===== config.mk =====
export PLATFORM = sky130hd
export DESIGN_NAME = ecp_unit
export DESIGN_NICKNAME = d
export VERILOG_FILES = /design/src/hw/ecp_pkg.sv /design/src/hw/ecp_sync.sv /design/src/hw/ecp_unit.sv
export SDC_FILE = /design/constraint.sdc
export NUM_CORES = 1
export LEC_CHECK = 0
export BUFFER_PORTS_ARGS = -buffer_cell sky130_fd_sc_hd__buf_2
export CAP_MARGIN = 20
export CORE_MARGIN = 2
export CORE_UTILIZATION = 40
export DETAILED_ROUTE_END_ITERATION = 7
export PLACE_DENSITY_LB_ADDON = 0.2
export SYNTH_ARGS = -nofsm -noshare
export SYNTH_HDL_FRONTEND = slang
export SYNTH_SLANG_ARGS = --single-unit

===== constraint.sdc =====
create_clock -name CLOCK -period 2.54 [get_ports CLOCK]
set_input_delay 0.127 -clock CLOCK [delete_from_list [all_inputs] [get_ports CLOCK]]
set_output_delay 0.127 -clock CLOCK [all_outputs]
set_load 0.1 [all_outputs]

===== src/hw/ecp_pkg.sv =====
// Purpose: shared constants for the enhanced capture/compare/pwm unit
// Assumes: apb register map with one aligned 32-bit word per register
// Notes: all offsets are byte addresses
package ecp_pkg;
  // ==========================================================
  // register offsets
  localparam logic [7:0] OFS_CTRL = 8'h00;
  localparam logic [7:0] OFS_DUTY = 8'h04;
  localparam logic [7:0] OFS_CMP = 8'h08;
  localparam logic [7:0] OFS_CAPT = 8'h0c;
  localparam logic [7:0] OFS_CFG = 8'h10;
  localparam logic [7:0] OFS_STAT = 8'h14;
  localparam logic [7:0] OFS_DEAD = 8'h18;
  // ==========================================================
  // reset values
  localparam logic [7:0] CTRL_RST = 8'h00;
  localparam logic [5:0] CFG_RST = 6'h03;
  // ==========================================================
  // field positions
  localparam int unsigned CTRL_STEER_LSB = 6;
  localparam int unsigned CTRL_DUTY_LSB = 4;
  localparam int unsigned CFG_PIN_SEL = 0;
  localparam int unsigned CFG_RELOCATE = 1;
  localparam int unsigned CFG_WIDTH_LSB = 2;
  localparam int unsigned CFG_EXT_MODE = 4;
  localparam int unsigned CFG_BUS_ACTIVE = 5;
  localparam int unsigned STAT_MATCH = 0;
  localparam int unsigned STAT_CMP_OUT = 1;
  localparam int unsigned STAT_PIN = 2;
  // ==========================================================
  // mode selector codes
  localparam logic [3:0] MODE_OFF = 4'h0;
  localparam logic [3:0] MODE_TOGGLE = 4'h2;
  localparam logic [3:0] MODE_CAPT_ANY = 4'h3;
  localparam logic [3:0] MODE_CAPT_FALL = 4'h4;
  localparam logic [3:0] MODE_CAPT_RISE = 4'h5;
  localparam logic [3:0] MODE_CAPT_4 = 4'h6;
  localparam logic [3:0] MODE_CAPT_16 = 4'h7;
  localparam logic [3:0] MODE_CMP_SET = 4'h8;
  localparam logic [3:0] MODE_CMP_CLR = 4'h9;
  localparam logic [3:0] MODE_CMP_SOFT = 4'ha;
  localparam logic [3:0] MODE_CMP_EVENT = 4'hb;
  // ==========================================================
  // output steering and bus width codes
  localparam logic [1:0] STEER_SINGLE = 2'h0;
  localparam logic [1:0] STEER_FWD = 2'h1;
  localparam logic [1:0] STEER_HALF = 2'h2;
  localparam logic [1:0] STEER_REV = 2'h3;
  localparam logic [1:0] BUS_WIDTH_12 = 2'h1;
  localparam logic [1:0] PIN_C1 = 2'h0;
  localparam logic [1:0] PIN_E7 = 2'h1;
  localparam logic [1:0] PIN_B3 = 2'h2;
  // ==========================================================
  // capture prescaler terminal counts
  localparam logic [3:0] CAPT_DIV4_END = 4'h3;
  localparam logic [3:0] CAPT_DIV16_END = 4'hf;
  // ==========================================================
  // dead-band sequencer
  typedef enum logic [1:0] {
    DB_RUN = 2'b00,
    DB_GAP = 2'b01
  } ecp_db_type;
endpackage


===== src/hw/ecp_sync.sv =====
// Purpose: three-stage input synchroniser with agreement filter
// Assumes: input is asynchronous to CLOCK
// Notes: output moves only when stages two and three agree
`timescale 1ns/1ps
module ecp_sync (
  input wire logic clk,
  input wire logic srst,
  input wire logic async_in,
  output logic sync_out
);
  typedef struct packed {
    logic s1;
    logic s2;
    logic s3;
    logic out;
  } ecp_sync_type;
  ecp_sync_type q;
  ecp_sync_type d;
  // ==========================================================
  // first stage feeds only the second
  always_comb begin
    d = q;
    d.s1 = async_in;
    d.s2 = q.s1;
    d.s3 = q.s2;
    if (q.s2 == q.s3) begin
      d.out = q.s3;
    end
  end
  always_ff @(posedge clk) begin
    if (srst) begin
      q <= '0;
    end else begin
      q <= d;
    end
  end
  assign sync_out = q.out;
endmodule


===== src/hw/ecp_unit.sv =====
// Purpose: control and output steering of one enhanced capture/compare/pwm unit
// Assumes: apb slave, 25 MHz CLOCK, timers live outside this block
// Notes: UNIT_INDEX picks unit one, two or three behaviour
// ==========================================================
//
// Design decisions made here: the address map and register access over APB.
`timescale 1ns/1ps
module ecp_unit #(
  parameter int unsigned UNIT_INDEX = 1
) (
  input wire logic CLOCK,
  input wire logic SRST,
  input wire logic PSEL,
  input wire logic PENABLE,
  input wire logic PWRITE,
  input wire logic [7:0] PADDR,
  input wire logic [31:0] PWDATA,
  output logic [31:0] PRDATA,
  output logic PREADY,
  output logic PSLVERR,
  input wire logic CAPTURE_PIN,
  input wire logic [15:0] TIMER_VALUE,
  input wire logic [9:0] PWM_COUNT,
  input wire logic PWM_PERIOD_END,
  input wire logic ADC_ENABLED,
  output logic OUT_A,
  output logic OUT_A_OE,
  output logic OUT_B,
  output logic OUT_B_OE,
  output logic OUT_C,
  output logic OUT_C_OE,
  output logic OUT_D,
  output logic OUT_D_OE,
  output logic TIMER_RESET,
  output logic ADC_START,
  output logic MATCH_FLAG,
  output logic B_C_ON_PORT_H,
  output logic B_C_BLOCKED,
  output logic [1:0] A_PIN_SEL,
  output logic STD_UNIT_OVERRIDE
);
  import ecp_pkg::*;

  typedef struct packed {
    logic [7:0] ctrl;
    logic [7:0] duty_hi;
    logic [15:0] cmp;
    logic [15:0] capt;
    logic [5:0] cfg;
    logic [6:0] dead;
    logic match;
    logic [3:0] mode_prev;
    logic hit_prev;
    logic pin_prev;
    logic cmp_out;
    logic [3:0] presc;
    logic [9:0] pwm_duty;
    logic pwm_raw;
    ecp_db_type db_state;
    logic [6:0] db_cnt;
    logic pready;
    logic pslverr;
    logic [31:0] prdata;
    logic [3:0] out;
    logic [3:0] oe;
    logic timer_reset;
    logic adc_start;
    logic bc_h;
    logic bc_blk;
    logic [1:0] a_sel;
    logic std_ovr;
  } ecp_state_type;

  ecp_state_type q;
  ecp_state_type d;
  logic pin_s;

  function automatic logic is_pwm(input logic [3:0] m);
    is_pwm = (m[3:2] == 2'b11);
  endfunction

  // ==========================================================
  // capture input synchroniser
  ecp_sync u_sync (
    .clk(CLOCK),
    .srst(SRST),
    .async_in(CAPTURE_PIN),
    .sync_out(pin_s)
  );

  logic [3:0] mode;
  logic [1:0] steer;
  logic entered;
  logic hit_new;
  logic rise;
  logic fall;
  logic bus_start;
  logic wr;
  logic unit13;
  logic clr_req;
  assign mode = q.ctrl[3:0];
  assign steer = q.ctrl[CTRL_STEER_LSB +: 2];
  assign entered = (mode != q.mode_prev);
  assign hit_new = (TIMER_VALUE == q.cmp) && !q.hit_prev;
  assign rise = pin_s && !q.pin_prev;
  assign fall = !pin_s && q.pin_prev;
  assign bus_start = PSEL && PENABLE && !q.pready;
  assign wr = PSEL && PENABLE && PWRITE && q.pready;
  assign unit13 = (UNIT_INDEX != 2);
  assign clr_req = wr && (PADDR == OFS_STAT) && PWDATA[STAT_MATCH];

  // ==========================================================
  // next-state logic
  always_comb begin
    logic capt_ev;
    logic match_set;
    logic match_clr;
    logic pol_ac;
    logic pol_bd;
    logic run;
    logic [31:0] rd;
    logic hit_map;
    capt_ev = 1'b0;
    match_set = 1'b0;
    match_clr = 1'b0;
    pol_ac = mode[1];
    pol_bd = mode[0];
    run = 1'b0;
    rd = '0;
    hit_map = 1'b1;
    d = q;
    d.mode_prev = mode;
    d.hit_prev = (TIMER_VALUE == q.cmp);
    d.pin_prev = pin_s;
    d.timer_reset = 1'b0;
    d.adc_start = 1'b0;

    // apb read mux, unmapped gives slave error
    case (PADDR)
      OFS_CTRL: rd = {24'h000000, q.ctrl};
      OFS_DUTY: rd = {24'h000000, q.duty_hi};
      OFS_CMP: rd = {16'h0000, q.cmp};
      OFS_CAPT: rd = {16'h0000, q.capt};
      OFS_CFG: rd = {26'h0000000, q.cfg};
      OFS_STAT: rd = {29'h00000000, pin_s, q.cmp_out, q.match};
      OFS_DEAD: rd = {25'h0000000, q.dead};
      default: hit_map = 1'b0;
    endcase
    d.pready = bus_start;
    if (bus_start) begin
      d.prdata = PWRITE ? 32'h00000000 : rd;
      d.pslverr = !hit_map;
    end
    if (wr && hit_map) begin
      case (PADDR)
        OFS_CTRL: d.ctrl = PWDATA[7:0];
        OFS_DUTY: d.duty_hi = PWDATA[7:0];
        OFS_CMP: d.cmp = PWDATA[15:0];
        OFS_CFG: d.cfg = PWDATA[5:0];
        OFS_STAT: match_clr = PWDATA[STAT_MATCH];
        OFS_DEAD: d.dead = PWDATA[6:0];
        default: d.dead = q.dead;
      endcase
    end

    // capture and compare engines
    if (mode == MODE_OFF || entered) begin
      d.presc = '0;
    end
    case (mode)
      MODE_CAPT_ANY: capt_ev = rise || fall;
      MODE_CAPT_FALL: capt_ev = fall;
      MODE_CAPT_RISE: capt_ev = rise;
      MODE_CAPT_4, MODE_CAPT_16: begin
        if (rise && !entered) begin
          if (q.presc == (mode[0] ? CAPT_DIV16_END : CAPT_DIV4_END)) begin
            capt_ev = 1'b1;
            d.presc = '0;
          end else begin
            d.presc = q.presc + 4'h1;
          end
        end
      end
      MODE_TOGGLE: begin
        if (hit_new) begin
          d.cmp_out = !q.cmp_out;
          match_set = 1'b1;
        end
      end
      MODE_CMP_SET, MODE_CMP_CLR: begin
        if (entered) begin
          d.cmp_out = mode[0];
        end else if (hit_new) begin
          d.cmp_out = !mode[0];
          match_set = 1'b1;
        end
      end
      MODE_CMP_SOFT: match_set = hit_new;
      MODE_CMP_EVENT: begin
        match_set = hit_new;
        if (UNIT_INDEX != 3) begin
          // unit three has no special event, so it stops at the flag
          d.timer_reset = hit_new;
          d.adc_start = hit_new && (UNIT_INDEX == 2) && ADC_ENABLED;
        end
      end
      default: capt_ev = 1'b0;
    endcase
    if (mode == MODE_OFF) begin
      d.cmp_out = 1'b0;
      d.pwm_duty = '0;
      d.db_state = DB_RUN;
      d.db_cnt = '0;
    end
    if (capt_ev) begin
      d.capt = TIMER_VALUE;
      match_set = 1'b1;
    end
    // a set in the same cycle as a clear wins
    d.match = (q.match && !match_clr) || match_set;

    // pwm duty double buffer, latched at the period end
    if (is_pwm(mode) && PWM_PERIOD_END) begin
      d.pwm_duty = {q.duty_hi, q.ctrl[CTRL_DUTY_LSB +: 2]};
    end
    d.pwm_raw = is_pwm(mode) && (PWM_COUNT < q.pwm_duty);

    // dead band: both half-bridge outputs idle for dead cycles per edge
    case (q.db_state)
      DB_RUN: begin
        if (d.pwm_raw != q.pwm_raw && q.dead != 7'h00) begin
          d.db_state = DB_GAP;
          d.db_cnt = q.dead;
        end
      end
      DB_GAP: begin
        d.db_cnt = q.db_cnt - 7'h01;
        if (q.db_cnt <= 7'h01) begin
          d.db_state = DB_RUN;
        end
      end
      default: d.db_state = DB_RUN;
    endcase
    run = (d.db_state == DB_RUN);

    // pin mapping
    d.bc_blk = unit13 && q.cfg[CFG_EXT_MODE] && q.cfg[CFG_BUS_ACTIVE]
      && q.cfg[CFG_RELOCATE]
      && (q.cfg[CFG_WIDTH_LSB +: 2] != BUS_WIDTH_12);
    d.bc_h = unit13 && !q.cfg[CFG_RELOCATE];
    if (UNIT_INDEX != 2 || q.cfg[CFG_PIN_SEL]) begin
      d.a_sel = PIN_C1;
    end else begin
      d.a_sel = q.cfg[CFG_EXT_MODE] ? PIN_B3 : PIN_E7;
    end
    d.std_ovr = unit13 && is_pwm(mode) && steer[0] && !d.bc_blk;

    // output steering, index 0..3 is A..D
    d.out = '0;
    d.oe = '0;
    if (is_pwm(mode)) begin
      case (steer)
        STEER_SINGLE: begin
          d.out[0] = d.pwm_raw ^ pol_ac;
          d.oe = 4'h1;
        end
        STEER_FWD: begin
          d.out = {d.pwm_raw ^ pol_bd, pol_ac, pol_bd, !pol_ac};
          d.oe = 4'hf;
        end
        STEER_HALF: begin
          d.out[0] = (d.pwm_raw && run) ^ pol_ac;
          d.out[1] = (!d.pwm_raw && run) ^ pol_bd;
          d.oe = 4'h3;
        end
        default: begin
          d.out = {pol_bd, !pol_ac, d.pwm_raw ^ pol_bd, pol_ac};
          d.oe = 4'hf;
        end
      endcase
      if (d.bc_blk) begin
        // the external bus owns these pins; only single output survives
        d.oe = d.oe & 4'h9;
        if (steer[0]) begin
          d.oe = 4'h1;
        end
      end
    end else begin
      d.out[0] = d.cmp_out;
      case (mode)
        MODE_TOGGLE, MODE_CMP_SET, MODE_CMP_CLR: d.oe = 4'h1;
        default: d.oe = 4'h0;
      endcase
    end
  end

  // ==========================================================
  // state register
  always_ff @(posedge CLOCK) begin
    if (SRST) begin
      q <= '0;
      q.ctrl <= CTRL_RST;
      q.cfg <= CFG_RST;
    end else begin
      q <= d;
    end
  end

  assign PRDATA = q.prdata;
  assign PREADY = q.pready;
  assign PSLVERR = q.pslverr;
  assign OUT_A = q.out[0];
  assign OUT_B = q.out[1];
  assign OUT_C = q.out[2];
  assign OUT_D = q.out[3];
  assign OUT_A_OE = q.oe[0];
  assign OUT_B_OE = q.oe[1];
  assign OUT_C_OE = q.oe[2];
  assign OUT_D_OE = q.oe[3];
  assign TIMER_RESET = q.timer_reset;
  assign ADC_START = q.adc_start;
  assign MATCH_FLAG = q.match;
  assign B_C_ON_PORT_H = q.bc_h;
  assign B_C_BLOCKED = q.bc_blk;
  assign A_PIN_SEL = q.a_sel;
  assign STD_UNIT_OVERRIDE = q.std_ovr;
endmodule


-- After elaboration in Yosys (flattened, before gate mapping)
Cells that the tools add are included.
- equality and inequality tests: 26
- reduce and logical (&&, ||, !) cells: 56
- mux-type cells: 36
- $lt $le $gt $ge: 2
- bitwise gates (word level): 6
- $add $sub $neg: 2
- operators by type and width (operator ; count):
    $pmux 16 s7 ; 1
    $mux 32 ; 1
    $mux 4 ; 7
    $eq 8x5->1 const B ; 3
    $logic_and 1x1->1 ; 20
    $mux 10 ; 2
    $mux 9 ; 2
    $eq 16x16->1 ; 1
    $eq 4x3->1 const B ; 4
    $eq 4x4->1 const B ; 4
    $eq 8x4->1 const B ; 2
    $pmux 5 s3 ; 1
    $pmux 7 s2 ; 1
    $logic_not 1->1 ; 13
    $mux 1 ; 13
    $reduce_or 2->1 ; 6
    $lt 10x10->1 ; 1
    $reduce_and 2->1 ; 5
    $eq 4x2->1 const B ; 2
    $eq 8x3->1 const B ; 1
    $logic_not 8->1 ; 1
    $pmux 2 s2 ; 2
    $le 7x1->1 const B ; 1
    $reduce_bool 7->1 ; 1
    22 further kinds ; 33
- flip-flop bits (word level): 146
- input bits: 74
- word-level logic and storage cells: 160

-- Depth between registers and ports, before layout
- depth after elaboration: 13
- gate-level depth with buffers: 10
- depth with buffers taken out: 9

-- Cells and area by module
From an unflattened synthesis, not the netlist that was laid out.
- cells, all modules: 730
- area total of the unflattened synthesis: 6337.3 µm²
- modules (own cells, without submodules) (module ; instances ; sequential area each (µm²) ; cells each ; area an instance (µm²)):
    ecp_unit ; 1 ; 2462.4 ; 720 ; 6224.7
    ecp_sync ; 1 ; 80.1 ; 10 ; 112.6

-- Worst setup path after synthesis
OpenSTA, ideal clock, no wires.
- kind: register to register
- start: register q (netlist bit PREADY)
- end: register q[116] (netlist bit)
- cell stages (with the launch flop): 8
- path buffers: 2
- arrival time: 2.335 ns
- library setup time: 0.132 ns
- path slack: 0.073 ns
- data required time: 2.408 ns
- cell sequence: dfxtp_1 -> nand4_1 -> nor3_1 -> buf_2 -> nand2_1 -> clkbuf_1 -> nand2_1 -> a21oi_1
- cells in the longest elaborated chain, start to end: 3
- RTL lines (what ; line ; RTL):
    start, declared ; ecp_unit.sv:74 ; ecp_state_type q;
    $logic_and 1x1->1 ; ecp_unit.sv:108 ; assign wr = PSEL && PENABLE && PWRITE && q.pready;
    $logic_and 1x1->1 ; ecp_unit.sv:154 ; if (wr && hit_map) begin
    $reduce_and 2->1 (no line) ; -- ;
Every way passes these cells.
A chain may end at the register's enable or synchronous reset.

-- Worst setup path after layout
- start: register q[66] (netlist bit)
- end: register q[51] (netlist bit)
- cells in the longest elaborated chain, start to end: 6
- RTL lines (what ; line ; RTL):
    $lt 10x10->1 ; ecp_unit.sv:226 ; d.pwm_raw = is_pwm(mode) && (PWM_COUNT < q.pwm_duty);
    $logic_and 1x1->1 ; ecp_unit.sv:226 ;
    $ne 1x1->1 ; ecp_unit.sv:231 ; if (d.pwm_raw != q.pwm_raw && q.dead != 7'h00) begin
    $logic_and 1x1->1 ; ecp_unit.sv:231 ;
    $mux 9 ; ecp_unit.sv:231 ;
    $pmux 7 s2 ; ecp_unit.sv:229 ; case (q.db_state)
Every way passes these cells.

==> summary.md <==
| Metric | Value |
|---|---|
| Fin crit share | `0.937` |
| Synthesized flop and latch total | `127` |
| Fmax | `420 MHz` |
| Post-synth top area share | `0.401` |
| Yosys warnings | `0` |
| Vias/cell | `~5.3` |
| Vias in the first global route | `5,317` |
| Minimum clock period after layout | `2.38 ns` |
| Share of cells above drive strength 1 | `0.209` |
| Final worst setup slack | `0.160 ns` |
| Post-synthesis sequential area ratio | `0.401` |
| Nets | `908` |
| CP arrival | `2.65 ns` |
| Most frequent cells after synthesis | `dfxtp_1, nor2_1, nand2_1, a21oi_1, buf_4` |
| Initial core utilization | `0.404` |
| Critical path launch point type | `flip-flop` |
| TritonCTS buffer count | `17` |
| Async S/R FF share, synth | `0` |
| First-pass GRT wire length | `around 27,000 µm` |
| Setup repair bufs after CTS | `0` |
| Unrepaired setup endpoints after global routing | `false` |
| Die ar. | `approximately 17,000 µm²` |
| Port bufs | `between 80 and 90` |
| P per Cell Area | `622 nW/µm²` |
| Combinational power share | `0.073` |
| Antenna violations before repair | `0` |
| Top cells by area, synth | `dfxtp_1, nor2_1, mux2i_1, nand2_1, a21oi_1` |
| Crit path kind | `reg2reg` |
| Final setup vio count | `0` |
| Slew @ Worst Pin | `between 0.7 and 0.8 ns` |
| Drt first pass iters | `7` |
| Fin. max-slew vios | `0` |
| Synth cell types | `64` |
| Sw Pwr | `1.14 mW` |
| Peak fanout along the critical path | `7` |
| Area Growth Syn to Fin | `20.9%` |
| Flop pwr share | `0.420` |
| Die X | `130 µm` |
| Post-Syn Area | `between 6000 and 7000 µm²` |
| Wire per inst | `roughly 16 µm` |
| Routability cong. | `a little under 0.8` |
| Area leader, netlist | `dfxtp_1` |
| Int Pwr | `approximately 3.6 mW` |
| Drt total wl | `approximately 17,000 µm` |
| Largest net degree at the start of global routing | `66` |
| Cell count after synthesis | `732` |
| EDFF count, synth | `0` |
| DRC | `0` |
| Clk slew on worst S/H paths | `approximately 0.050 ns` |
| Longest Clk Path Bufs | `2` |
| CP Capture Type | `flip-flop` |
| Core Region | `15,700 µm²` |
| Clock share of power | `0.507` |
| Grt ovf | `0` |
| Status | `finished, final reports clean` |
| CTS tree | `yes` |
| Top-count cell post-synth | `dfxtp_1` |
| Max Cap Viol | `0` |
| Final hold vios | `0` |
| H-tree Lvls | `4` |
| Peak VDD IR | `0.000485 V` |
| Max Clock Skew | `0.00647 ns` |
| DP HPWL | `12,100 µm` |
| Pleak | `2.88 nW` |
| Vias | `roughly 5,500` |
| Slew HR | `0.529` |
| GRT Overall Usage | `0.204` |
| Row count | `46` |
| Routed Antenna Nets | `0` |
| Pre-CTS setup slack | `0.127 ns` |
| Required @ worst endpoint | `2.81 ns` |
| Antenna cells | `0` |
| Switching part of the total power | `0.239` |
| Initial drt markers | `527` |
| Final TNS setup | `0 ns` |
| Syn Area/Cell | `8.67 µm²` |
| Root Driver | `clkbuf_16` |
| Clk Latency, worst-skew pair | `0.42 ns` |
| I/O pin cnt | `124` |
| CTS sink cnt | `127` |
| Die Y | `130 µm` |
| Min-delay worst type | `in2reg` |
| Most used DFF post-synth | `dfxtp_1` |
registers in the layout, indices dropped and copies added, names as in the netlist, 2 cells and up:
signal and flops:
PRDATA 16, u_sync.d 2, q 88, d 4
per-layer routing:
layer	GRT usage	vias to the layer above	wire length, µm
li1	-	2676	-
met1	0.255	2687	7520
met2	0.350	143	8450
met3	0.0414	28	666
met4	0.0746	0	286
met5	0	-	0
path summary, 6_finish.rpt:
check                                    start           to  slack [ns]  cells after the start
worst max-delay path                     q[66]        q[51]        0.16                      9
worst min-delay path            TIMER_VALUE[9]       q[103]        0.02                      3
worst max register to register           q[66]        q[51]        0.16                      9
worst min register to register     u_sync.d[2]  u_sync.d[1]        0.43                      1
placed cells by master (no fill, tap or decap), types with 9 or more instances in the layout:
cell,instances
a21oi_1,56
a22oi_1,22
a31oi_1,11
buf_2,86
buf_4,15
clkbuf_16,17
conb_1,20
dfxtp_1,127
dlygate4sd3_1,26
ha_1,14
inv_1,20
mux2i_1,30
nand2_1,76
nand2b_1,9
nand3_1,26
nor2_1,86
nor2b_1,17
nor3_1,12
o21ai_0,13
xor2_1,18
power groups by stage:
stage          combinational, mW  sequential [mW]  clock (mW)
6_report                   0.349             2.00        2.42
5_1_grt                    0.373             2.00        2.55
4_1_cts                    0.346             2.00        2.46
3_5_place_dp               0.315             2.04           0
3_3_place_gp               0.312             2.04           0
2_1_floorplan              0.235             2.06           0
cell type report:
| class | count | area (µm²) |
|---|---|---|
| clock inverters | 10 | 109 |
| clock buffers | 22 | 484 |
| flip-flops and latches | 127 | 2540 |
| repair buffers | 128 | 823 |
| well taps | 216 | 270 |
| multi-input cells | 524 | 3360 |
| fillers | 1510 | 8040 |
| inverters | 22 | 82.6 |
metrics by stage:
stage | cell area, µm² | std cells | utilization | hold WS, ns | total power, mW
5_1_grt | 7670 | 1049 | 0.488 | 0.0197 | 4.93
2_1_floorplan | 6410 | 751 | - | 0.245 | 2.29
4_1_cts | 7640 | 1049 | 0.486 | 0.00624 | 4.81
3_3_place_gp | 6790 | 991 | 0.432 | 0.346 | 2.36
6_report | 7670 | 1049 | 0.488 | 0.0191 | 4.77
3_5_place_dp | 6790 | 991 | 0.432 | 0.345 | 2.36
critical path: stages (launching register included):
cell and delay, ns:
dfxtp_1 0.33, inv_1 0.05, ha_1 0.31, a211oi_2 0.23, o2111ai_2 0.20, or3_1 0.40, o211ai_4 0.26, nor2_2 0.13
a31oi_1 0.20, o32ai_1 0.11
cell families (layout without fill, tap and decap cells):
group | Yosys count | after routing | share of synthesized area
xor gates and xnor gates | 25 | 25 | 0.0369
DFF | 127 | 127 | 0.401
adders and majority gates | 14 | 14 | 0.0276
and+or+nand+nor | 270 | 270 | 0.205
other | 1 | 20 | 0.000591
buffers and inverters | 100 | 182 | 0.0864
AOI/OAI and AO/OA | 149 | 149 | 0.153
muxes | 46 | 46 | 0.0899
timing repair:
item                                    4_1_cts  5_1_grt
endpoints found under the setup margin        0        6
resized for setup                             0        5
hold endpoints to repair                     26        0
hold buffers                                 26        0
Power figures use the tool's default switching activity.
